===== config.mk =====
export PLATFORM = sky130hd
export DESIGN_NAME = dcaf_conv_flat
export DESIGN_NICKNAME = d
export VERILOG_FILES = /design/src/dcaf_pkg.sv /design/src/dcaf_link_if.sv /design/src/dcaf_conv.sv /design/src/flat_wrapper.sv
export VERILOG_INCLUDE_DIRS = /design/src /design/src/src
export SDC_FILE = /design/constraint.sdc
export NUM_CORES = 1
export LEC_CHECK = 0
export ABC_AREA = 1
export BUFFER_PORTS_ARGS = -buffer_cell sky130_fd_sc_hd__buf_2
export CAP_MARGIN = 20
export CORE_MARGIN = 1
export CORE_UTILIZATION = 51
export DETAILED_ROUTE_END_ITERATION = 10
export PLACE_DENSITY = 0.78
export REMOVE_ABC_BUFFERS = 1
export SYNTH_ARGS = -nofsm -noshare
export SYNTH_HDL_FRONTEND = slang
export SYNTH_SLANG_ARGS = --single-unit

===== constraint.sdc =====
create_clock -name clock -period 1.4 [get_ports clock]
set_input_delay 0.28 -clock clock [delete_from_list [all_inputs] [get_ports clock]]
set_output_delay 0.28 -clock clock [all_outputs]
set_load 0.01 [all_outputs]

===== src/dcaf_cfg.svh =====
// Purpose: constants for the two-channel converter serial frame
// Assumes: link clock sampled by the 40 MHz system clock
// Notes:   frame counts are serial-clock falling edges within a frame; DCAF_ACQ_CYC and DCAF_PD_WAKE_CYC are system clock cycles
`ifndef DCAF_CFG_SVH
`define DCAF_CFG_SVH
`define DCAF_RES_BITS       14
`define DCAF_SHORT_FRAME    16
`define DCAF_LONG_FRAME     32
`define DCAF_LAST_SHORT     29
`define DCAF_LONG_DETECT    30
`define DCAF_CLK_MHZ        40
`define DCAF_SCLK_DIV       4
`define DCAF_PD_WAKE_NS     1000
`define DCAF_PD_WAKE_CYC    ((`DCAF_PD_WAKE_NS * `DCAF_CLK_MHZ + 999) / 1000)
`define DCAF_ACQ_CYC        8
`endif


===== src/dcaf_pkg.sv =====
// Purpose: shared types for the serial frame ends
// Assumes: nothing
// Notes:   coding selects the result format of the variant
package dcaf_pkg;
    typedef enum logic [0:0] {
        DCAF_CODE_BINARY = 1'b0,
        DCAF_CODE_TWOS   = 1'b1
    } dcaf_coding_e;
    typedef enum logic [1:0] {
        DCAF_H_IDLE  = 2'b00,
        DCAF_H_FRAME = 2'b01,
        DCAF_H_GAP   = 2'b10
    } dcaf_host_st_e;
endpackage : dcaf_pkg


===== src/dcaf_link_if.sv =====
// Purpose: serial link between converter end and host end
// Assumes: data pin is three-state, resolved here
// Notes:   data_line reads 1 when undriven (weak pull-up)
`timescale 1ns/1ps
interface dcaf_link_if;
    logic cs_n;
    logic sclk;
    logic channel_choice_pin;
    logic power_down_request_pin;
    logic sdo_o;
    logic sdo_oe;
    logic data_line;
    assign data_line = sdo_oe ? sdo_o : 1'b1;
    modport conv (input cs_n, input sclk, input channel_choice_pin, input power_down_request_pin,
                  output sdo_o, output sdo_oe);
    modport host (output cs_n, output sclk, output channel_choice_pin, output power_down_request_pin,
                  input data_line);
endinterface : dcaf_link_if


===== src/dcaf_conv.sv =====
// Purpose: converter end of the serial frame: sampling, conversion, data shift
// Assumes: link pins are asynchronous and pass two flip-flops
// Notes:   analog value is a digital input word per channel
// Summary of operation
// support 16 and 32 clock frames
// sample input at chip select fall
// short frame: acquire from 16th fall
// chip select fall drives MSB out
// later bits shift on falling edges
// short frame outputs previous frame result
// conversion completes at 16th falling edge
// raise between 16th and 29th keeps short; code clears long mode only for a raise after 16 to 28 falls, not after 29
// data output idle while select high
// host may stop clock after 16th
// channel pin low picks 0, high 1
// host holds channel until first rise
// host sets channel between rises one, two
// differential variant: two's complement result
// single-ended variant: straight binary result
// host prefers fast clock, long gaps
// 30th edge low: long mode, zeros next
// early rise aborts, next output invalid
// power-down requested at select rise
// host waits wake time after power-down
// 14 bits first, then zeros, in window
`timescale 1ns/1ps
`include "dcaf_cfg.svh"
module dcaf_conv #(
    parameter int                    RES     = `DCAF_RES_BITS,
    parameter dcaf_pkg::dcaf_coding_e CODING = dcaf_pkg::DCAF_CODE_BINARY
) (
    // system
    input  wire logic           clock,
    input  wire logic           resetn,
    // link
    dcaf_link_if.conv           link,
    // analog stand-in, offset-binary magnitude per channel
    input  wire logic [RES-1:0] analog_ch0,
    input  wire logic [RES-1:0] analog_ch1,
    // status
    output logic                long_mode,
    output logic                powered_down,
    output logic                result_invalid
);
    logic [1:0]     cs_s_q;
    logic [1:0]     sck_s_q;
    logic [1:0]     ch_s_q;
    logic [1:0]     pd_s_q;
    logic           cs_q;
    logic           sck_q;
    logic           cs_fall;
    logic           cs_rise;
    logic           sck_fall;
    logic           sck_rise;
    logic [5:0]     fall_cnt_q;
    logic           seen_rise_q;
    logic [RES-1:0] sample_q;
    logic [RES-1:0] result_q;
    logic           result_ok_q;
    logic           long_q;
    logic           zero_next_q;
    logic [15:0]    shift_q;
    logic           oe_q;
    logic           pd_q;
    logic           aborted_q;
    logic           acq_q;
    logic [RES-1:0] picked;
    logic [RES-1:0] coded;

    // link pins pass two flip-flops, a third stage finds the select and clock edges
    always_ff @(posedge clock or negedge resetn)
        if (!resetn)
        begin
            cs_s_q  <= 2'h3;
            sck_s_q <= 2'h0;
            ch_s_q  <= 2'h0;
            pd_s_q  <= 2'h0;
            cs_q    <= 1'b1;
            sck_q   <= 1'b0;
        end
        else
        begin
            cs_s_q  <= {cs_s_q[0], link.cs_n};
            sck_s_q <= {sck_s_q[0], link.sclk};
            ch_s_q  <= {ch_s_q[0], link.channel_choice_pin};
            pd_s_q  <= {pd_s_q[0], link.power_down_request_pin};
            cs_q    <= cs_s_q[1];
            sck_q   <= sck_s_q[1];
        end

    assign cs_fall  = cs_q & ~cs_s_q[1];
    assign cs_rise  = ~cs_q & cs_s_q[1];
    assign sck_fall = sck_q & ~sck_s_q[1] & ~cs_s_q[1];
    assign sck_rise = ~sck_q & sck_s_q[1] & ~cs_s_q[1];

    assign picked = ch_s_q[1] ? analog_ch1 : analog_ch0;
    // differential: flip MSB of offset-binary to get two's complement
    assign coded  = (CODING == dcaf_pkg::DCAF_CODE_TWOS) ? (picked ^ {1'b1, {(RES-1){1'b0}}})
                                                         : picked;

    // falling-edge count in the frame
    always_ff @(posedge clock or negedge resetn)
        if (!resetn)
            fall_cnt_q <= 6'h00;
        else if (cs_fall)
            fall_cnt_q <= 6'h00;
        else if (sck_fall && fall_cnt_q != 6'h3F)
            fall_cnt_q <= fall_cnt_q + 6'h01;

    always_ff @(posedge clock or negedge resetn)
        if (!resetn)
            seen_rise_q <= 1'b0;
        else if (cs_fall)
            seen_rise_q <= 1'b0;
        else if (sck_rise)
            seen_rise_q <= 1'b1;

    // sample held from select fall; acquisition otherwise tracks input
    always_ff @(posedge clock or negedge resetn)
        if (!resetn)
            sample_q <= '0;
        else if (cs_fall)
            sample_q <= coded;

    // conversion result lands at the 16th falling edge
    always_ff @(posedge clock or negedge resetn)
        if (!resetn)
        begin
            result_q    <= '0;
            result_ok_q <= 1'b0;
        end
        else if (sck_fall && fall_cnt_q == 6'(`DCAF_SHORT_FRAME - 1))
        begin
            result_q    <= sample_q;
            result_ok_q <= 1'b1;
        end
        else if (cs_rise && fall_cnt_q < 6'(`DCAF_SHORT_FRAME))
            result_ok_q <= 1'b0;

    always_ff @(posedge clock or negedge resetn)
        if (!resetn)
            aborted_q <= 1'b0;
        else if (cs_rise)
            aborted_q <= fall_cnt_q < 6'(`DCAF_SHORT_FRAME);

    // frame mode detection
    always_ff @(posedge clock or negedge resetn)
        if (!resetn)
        begin
            long_q      <= 1'b0;
            zero_next_q <= 1'b0;
        end
        else if (sck_fall && fall_cnt_q == 6'(`DCAF_LONG_DETECT - 1))
        begin
            long_q      <= 1'b1;
            zero_next_q <= 1'b1;
        end
        else if (cs_rise && fall_cnt_q >= 6'(`DCAF_SHORT_FRAME) && fall_cnt_q < 6'(`DCAF_LAST_SHORT))
            long_q      <= 1'b0;
        else if (cs_fall)
            zero_next_q <= 1'b0;

    // shift register: 14 bits msb first, then zero fill
    always_ff @(posedge clock or negedge resetn)
        if (!resetn)
            shift_q <= 16'h0000;
        else if (cs_fall)
        begin
            if (zero_next_q)
                shift_q <= 16'h0000;
            else
                shift_q <= {result_q, {(16-RES){1'b0}}};
        end
        // a frame held past 16 falls goes on with the fresh result, no latency
        else if (sck_fall && fall_cnt_q == 6'(`DCAF_SHORT_FRAME - 1))
            shift_q <= {sample_q, {(16-RES){1'b0}}};
        else if (sck_fall && seen_rise_q)
            shift_q <= {shift_q[14:0], 1'b0};

    always_ff @(posedge clock or negedge resetn)
        if (!resetn)
            oe_q <= 1'b0;
        else
            oe_q <= ~cs_s_q[1];

    always_ff @(posedge clock or negedge resetn)
        if (!resetn)
            pd_q <= 1'b0;
        else if (cs_rise)
            pd_q <= pd_s_q[1];

    // acquisition from the 16th fall, or from select rise, until the next select fall
    always_ff @(posedge clock or negedge resetn)
        if (!resetn)
            acq_q <= 1'b1;
        else if (cs_fall)
            acq_q <= 1'b0;
        else if (cs_rise || (sck_fall && fall_cnt_q == 6'(`DCAF_SHORT_FRAME - 1)))
            acq_q <= 1'b1;

    // acquisition restarts after the 16th edge; power-down after conversion
    assign link.sdo_o    = shift_q[15];
    assign link.sdo_oe   = oe_q;
    assign long_mode      = long_q;
    assign powered_down   = pd_q & acq_q;
    assign result_invalid = aborted_q | ~result_ok_q;
endmodule : dcaf_conv


===== src/flat_wrapper.sv =====
// flat-port wrapper written by rule: the top's interface ports become plain ports
module dcaf_conv_flat 
#(
    parameter int                    RES     = `DCAF_RES_BITS,
    parameter dcaf_pkg::dcaf_coding_e CODING = dcaf_pkg::DCAF_CODE_BINARY
)
  (clock, resetn, analog_ch0, analog_ch1, long_mode, powered_down, result_invalid, link_cs_n, link_sclk, link_channel_choice_pin, link_power_down_request_pin, link_sdo_o, link_sdo_oe);
  dcaf_link_if link_i ();
  input  wire logic clock;
  input  wire logic resetn;
  input  wire logic [RES-1:0] analog_ch0;
  input  wire logic [RES-1:0] analog_ch1;
  output logic long_mode;
  output logic powered_down;
  output logic result_invalid;
  input wire logic [$bits(link_i.cs_n)-1:0] link_cs_n;
  input wire logic [$bits(link_i.sclk)-1:0] link_sclk;
  input wire logic [$bits(link_i.channel_choice_pin)-1:0] link_channel_choice_pin;
  input wire logic [$bits(link_i.power_down_request_pin)-1:0] link_power_down_request_pin;
  output wire logic [$bits(link_i.sdo_o)-1:0] link_sdo_o;
  output wire logic [$bits(link_i.sdo_oe)-1:0] link_sdo_oe;
  assign link_i.cs_n = link_cs_n;
  assign link_i.sclk = link_sclk;
  assign link_i.channel_choice_pin = link_channel_choice_pin;
  assign link_i.power_down_request_pin = link_power_down_request_pin;
  assign link_sdo_o = link_i.sdo_o;
  assign link_sdo_oe = link_i.sdo_oe;
  dcaf_conv #(.RES(RES), .CODING(CODING)) u_core (.clock(clock), .resetn(resetn), .link(link_i), .analog_ch0(analog_ch0), .analog_ch1(analog_ch1), .long_mode(long_mode), .powered_down(powered_down), .result_invalid(result_invalid));
endmodule

==> flow_metrics.py <==
metrics = {
    "run_status": {
        "run_status": "finished, violations left",
        "violations_in_the_final_reports": "negative setup slack",
    },
    "timing": {
        "worst_setup_slack_final_ns": -0.171,
        "timing.final.crit_period_ns": 1.57,
        "timing_max_transition_violations_final": 0,
        "setup_repair_after_global_routing_missed_its_margin": "yes",
        "slew_headroom": 0.708,
        "post_route_skew_ns": 0.0235,
        "max_clock_freq_ghz": 0.636,
        "worst-slew-pin-transition_ns": 0.437,
        "setup_total_negative_slack_ns": -3.58,
        "final_min_period_over_clock_period": 1.12,
        "finalHoldViolCount": 0,
        "finalSetupViolations": 46,
    },
    "yosys": {
        "post_synthesis_async_set_or_reset_flop_share": 1.00,
        "synth-seq-area-share": 0.553,
        "dominantRegCellSynth": "sky130_fd_sc_hd__dfrtp_1",
        "synth_enable_flop_cells": 0,
        "synth_top_area_cell": "sky130_fd_sc_hd__dfrtp_1",
        "netlist-cell-type-count": 29,
        "synth_warnings": 0,
        "syn-mean-instance-area_um2": 8.75,
        "syn_inst": 342,
        "synth.top_cells.by_area": "sky130_fd_sc_hd__dfrtp_1 (52%), sky130_fd_sc_hd__nand2_1 (11%), sky130_fd_sc_hd__o21ai_0 (6.0%)",
        "synth_top_cell_area_share": 0.518,
        "yosys_register_bits": 66,
        "syn_area_um2": 2990,
    },
    "placed_design": {
        "place_area_um2": 3390,
        "gp_congestion": 0.802,
        "place.detailed.hpwl_mm": 4.21,
        "numPortBuffers": 38,
        "place_inst": 458,
    },
    "worst_setup_path": {
        "critical-path-top-cell-by-count": "sky130_fd_sc_hd__nand2_1",
        "worst-setup-path-type": "flop to flop",
        "worst_path_max_delay_cell": "sky130_fd_sc_hd__dfrtp_1",
        "timing.critical_path.cells": "ha_4, nand3_4, nor2_4, nand2_4, buf_12, nand3_1, nand3_2, nand2_1, nand2_1",
        "worst-endpoint-arrival_ns": 1.84,
        "cp.required_ns": 1.66,
        "timing.critical_path.to_type": "flop",
        "crit_path_max_fanout": 7,
        "start_kind": "flop",
        "worst-path-buf-inv": 1,
        "crit_path_max_incr_delay_ns": 0.41,
        "cpLargestDelayFamily": "simple AND/OR/NAND/NOR gates",
    },
    "finish": {
        "layout.filler_cells": 341,
        "drive_gt1_frac": 0.387,
        "final-seq-area_um2": 1660,
        "finalNetCount": 458,
        "diodes": 0,
        "finished_layout_cell_area_um2": 4200,
        "finalNonFillerCells": 498,
        "area_growth_pct": 40.1,
        "multi_input_comb_area_um2": 1360,
    },
    "floorplan": {
        "core_area_um2": 5570,
        "initial_utilization": 0.537,
        "die_width_um": 78.6,
        "core.rowCount": 27,
        "chipHeight_um": 78.6,
        "die_area_um2": 6180,
        "num_io_pins": 39,
    },
    "global_routing": {
        "grt_pass1_vias": 2611,
        "pin_count_of_the_biggest_net_entering_global_routing": 33,
        "number_of_antenna_violations_at_the_first_check_in_global_routing": 0,
        "global_route_wire_length_before_repair_mm": 12.4,
        "grt_use_total": 0.265,
        "overflow": 0,
    },
    "cts": {
        "clock_latency_ns": 0.36,
        "cts-htree-levels": 3,
        "clk_root_buffer_cell": "sky130_fd_sc_hd__clkbuf_8",
        "clock_tree.buffer_depth": 2,
        "clock_tree_from_tritoncts": "yes",
        "cts_num_sinks": 66,
        "cts_buffers": 9,
        "clock_transition_at_the_registers_of_the_reported_paths_ns": 0.09,
    },
    "drt": {
        "antenna_violating_nets_post_route": 0,
        "dr.pass1.iters": 6,
        "drc": 0,
        "postRouteWirelength_mm": 9.19,
        "via_per_inst": 5.92,
        "avgRoutedWirePerCell_um": 18.4,
        "num_vias": 2946,
        "drt_iter0_markers": 352,
    },
    "power": {
        "power_per_cell_area_nw_per_um2": 1080,
        "power.ir.vdd_worst_uv": 979,
        "power.static_leakage_nw": 2.12,
    },
    "worst_hold_path": {
        "worstHoldPathType": "input pin to flop",
    },
    "flow_run": {
        "max_cap_violations": 0,
    },
}
## registers in the layout, indices dropped and copies added, names as in the netlist, 2 cells and up
name               flops
u_core.result_q       14
u_core.sample_q       14
u_core.shift_q        14
u_core.fall_cnt_q      6
u_core.ch_s_q          2
u_core.cs_s_q          2
u_core.pd_s_q          2
u_core.sck_s_q         2
## logic make-up after synthesis
group / after synthesis / synth area share
AOI/OAI and AO/OA: 54 / 0.0990
xor gates and xnor gates: 1 / 0.00293
adders and majority gates: 3 / 0.0125
buffers and inverters: 48 / 0.0756
DFF: 66 / 0.553
muxes: 1 / 0.00376
and+or+nand+nor: 169 / 0.253
## report_power, final
group	total (mW)	switching [mW]	internal (mW)	leakage (nW)
clock network	1.74	0.739	1.00	0.102
logic	0.678	0.370	0.308	1.17
registers	2.12	0.0884	2.03	0.851
## synthesized netlist by cell type, types with 2 or more instances
master and n:
sky130_fd_sc_hd__buf_2 7, sky130_fd_sc_hd__inv_2 2, sky130_fd_sc_hd__nand2_4 2, sky130_fd_sc_hd__inv_1 27, sky130_fd_sc_hd__buf_4 6, sky130_fd_sc_hd__dfrtp_1 62
sky130_fd_sc_hd__o22ai_1 13, sky130_fd_sc_hd__nor3_1 3, sky130_fd_sc_hd__nor2_1 28, sky130_fd_sc_hd__nand2_1 84, sky130_fd_sc_hd__dfstp_2 4, sky130_fd_sc_hd__buf_6 2
sky130_fd_sc_hd__ha_1 3, sky130_fd_sc_hd__o21ai_0 36, sky130_fd_sc_hd__nand3_1 33, sky130_fd_sc_hd__clkbuf_1 4, sky130_fd_sc_hd__nand4_1 13, sky130_fd_sc_hd__nor2_4 2
## area by class of cell
cell class	instances	area share
Clock buffer	13	0.0331
Clock inverter	3	0.0155
Inverter	29	0.0286
Multi-Input combinational cell	229	0.324
Sequential cell	66	0.395
Tap cell	72	0.0215
Timing Repair Buffer	86	0.183
## timing repair
item / CTS / global route
endpoints found under the hold margin: 12 / 0
hold buffers: 1 / 0
resized for setup: 29 / 71
setup buffers: 7 / 11
pin swaps: 11 / 28
endpoints found under the setup margin: 35 / 50
gates cloned: 4 / 2
## path summary, 6_finish.rpt
path	from	to	slack, ns	cells after the start
max	u_core.fall_cnt_q[0]$_DFFE_PN0P_	u_core.shift_q[5]$_DFFE_PN0P_	-0.17	9
max reg2reg	u_core.fall_cnt_q[0]$_DFFE_PN0P_	u_core.shift_q[5]$_DFFE_PN0P_	-0.17	9
min	link_cs_n	u_core.cs_s_q[0]$_DFF_PN1_	0.04	1
min reg2reg	u_core.sck_s_q[0]$_DFF_PN0_	u_core.sck_s_q[1]$_DFF_PN0_	0.35	0
min in group asynchronous	resetn	u_core.link.sdo_oe$_DFF_PN0_	0.41	2
max in group asynchronous	resetn	u_core.fall_cnt_q[3]$_DFFE_PN0P_	0.46	3
## through the flow
| stage | total power [mW] | utilization | setup WS [ns] | hold slack, ns |
|---|---|---|---|---|
| floorplan | 2.36 | - | -0.368 | -0.0156 |
| global placement | 2.60 | 0.609 | -0.265 | 0.237 |
| detailed placement | 2.62 | 0.609 | -0.306 | 0.238 |
| CTS | 4.34 | 0.692 | -0.0691 | 0.0365 |
| global route | 4.70 | 0.753 | -0.217 | 0.0341 |
| finish | 4.54 | 0.753 | -0.171 | 0.0355 |
## layout by cell type (no fill, tap or decap), types with 13 or more instances in the layout
master,instances
sky130_fd_sc_hd__nand2_1,67
sky130_fd_sc_hd__nand3_1,24
sky130_fd_sc_hd__o21ai_2,13
sky130_fd_sc_hd__nor2_1,24
sky130_fd_sc_hd__inv_1,22
sky130_fd_sc_hd__nand2_2,15
sky130_fd_sc_hd__dfrtp_1,62
sky130_fd_sc_hd__o21ai_0,16
sky130_fd_sc_hd__buf_2,38
sky130_fd_sc_hd__buf_4,29
sky130_fd_sc_hd__nand4_1,13
## per-layer routing
layer / wire length, µm / share of wire / vias to the layer above / GRT usage
met4: 434 / 0.047 / 0 / 0.0815
met2: 4580 / 0.50 / 203 / 0.440
met1: 3380 / 0.37 / 1399 / 0.341
met3: 789 / 0.086 / 49 / 0.0686
met5: 0 / 0 / - / 0
li1: - / - / 1295 / -
Note: power is estimated with default switching activity, not from simulation.
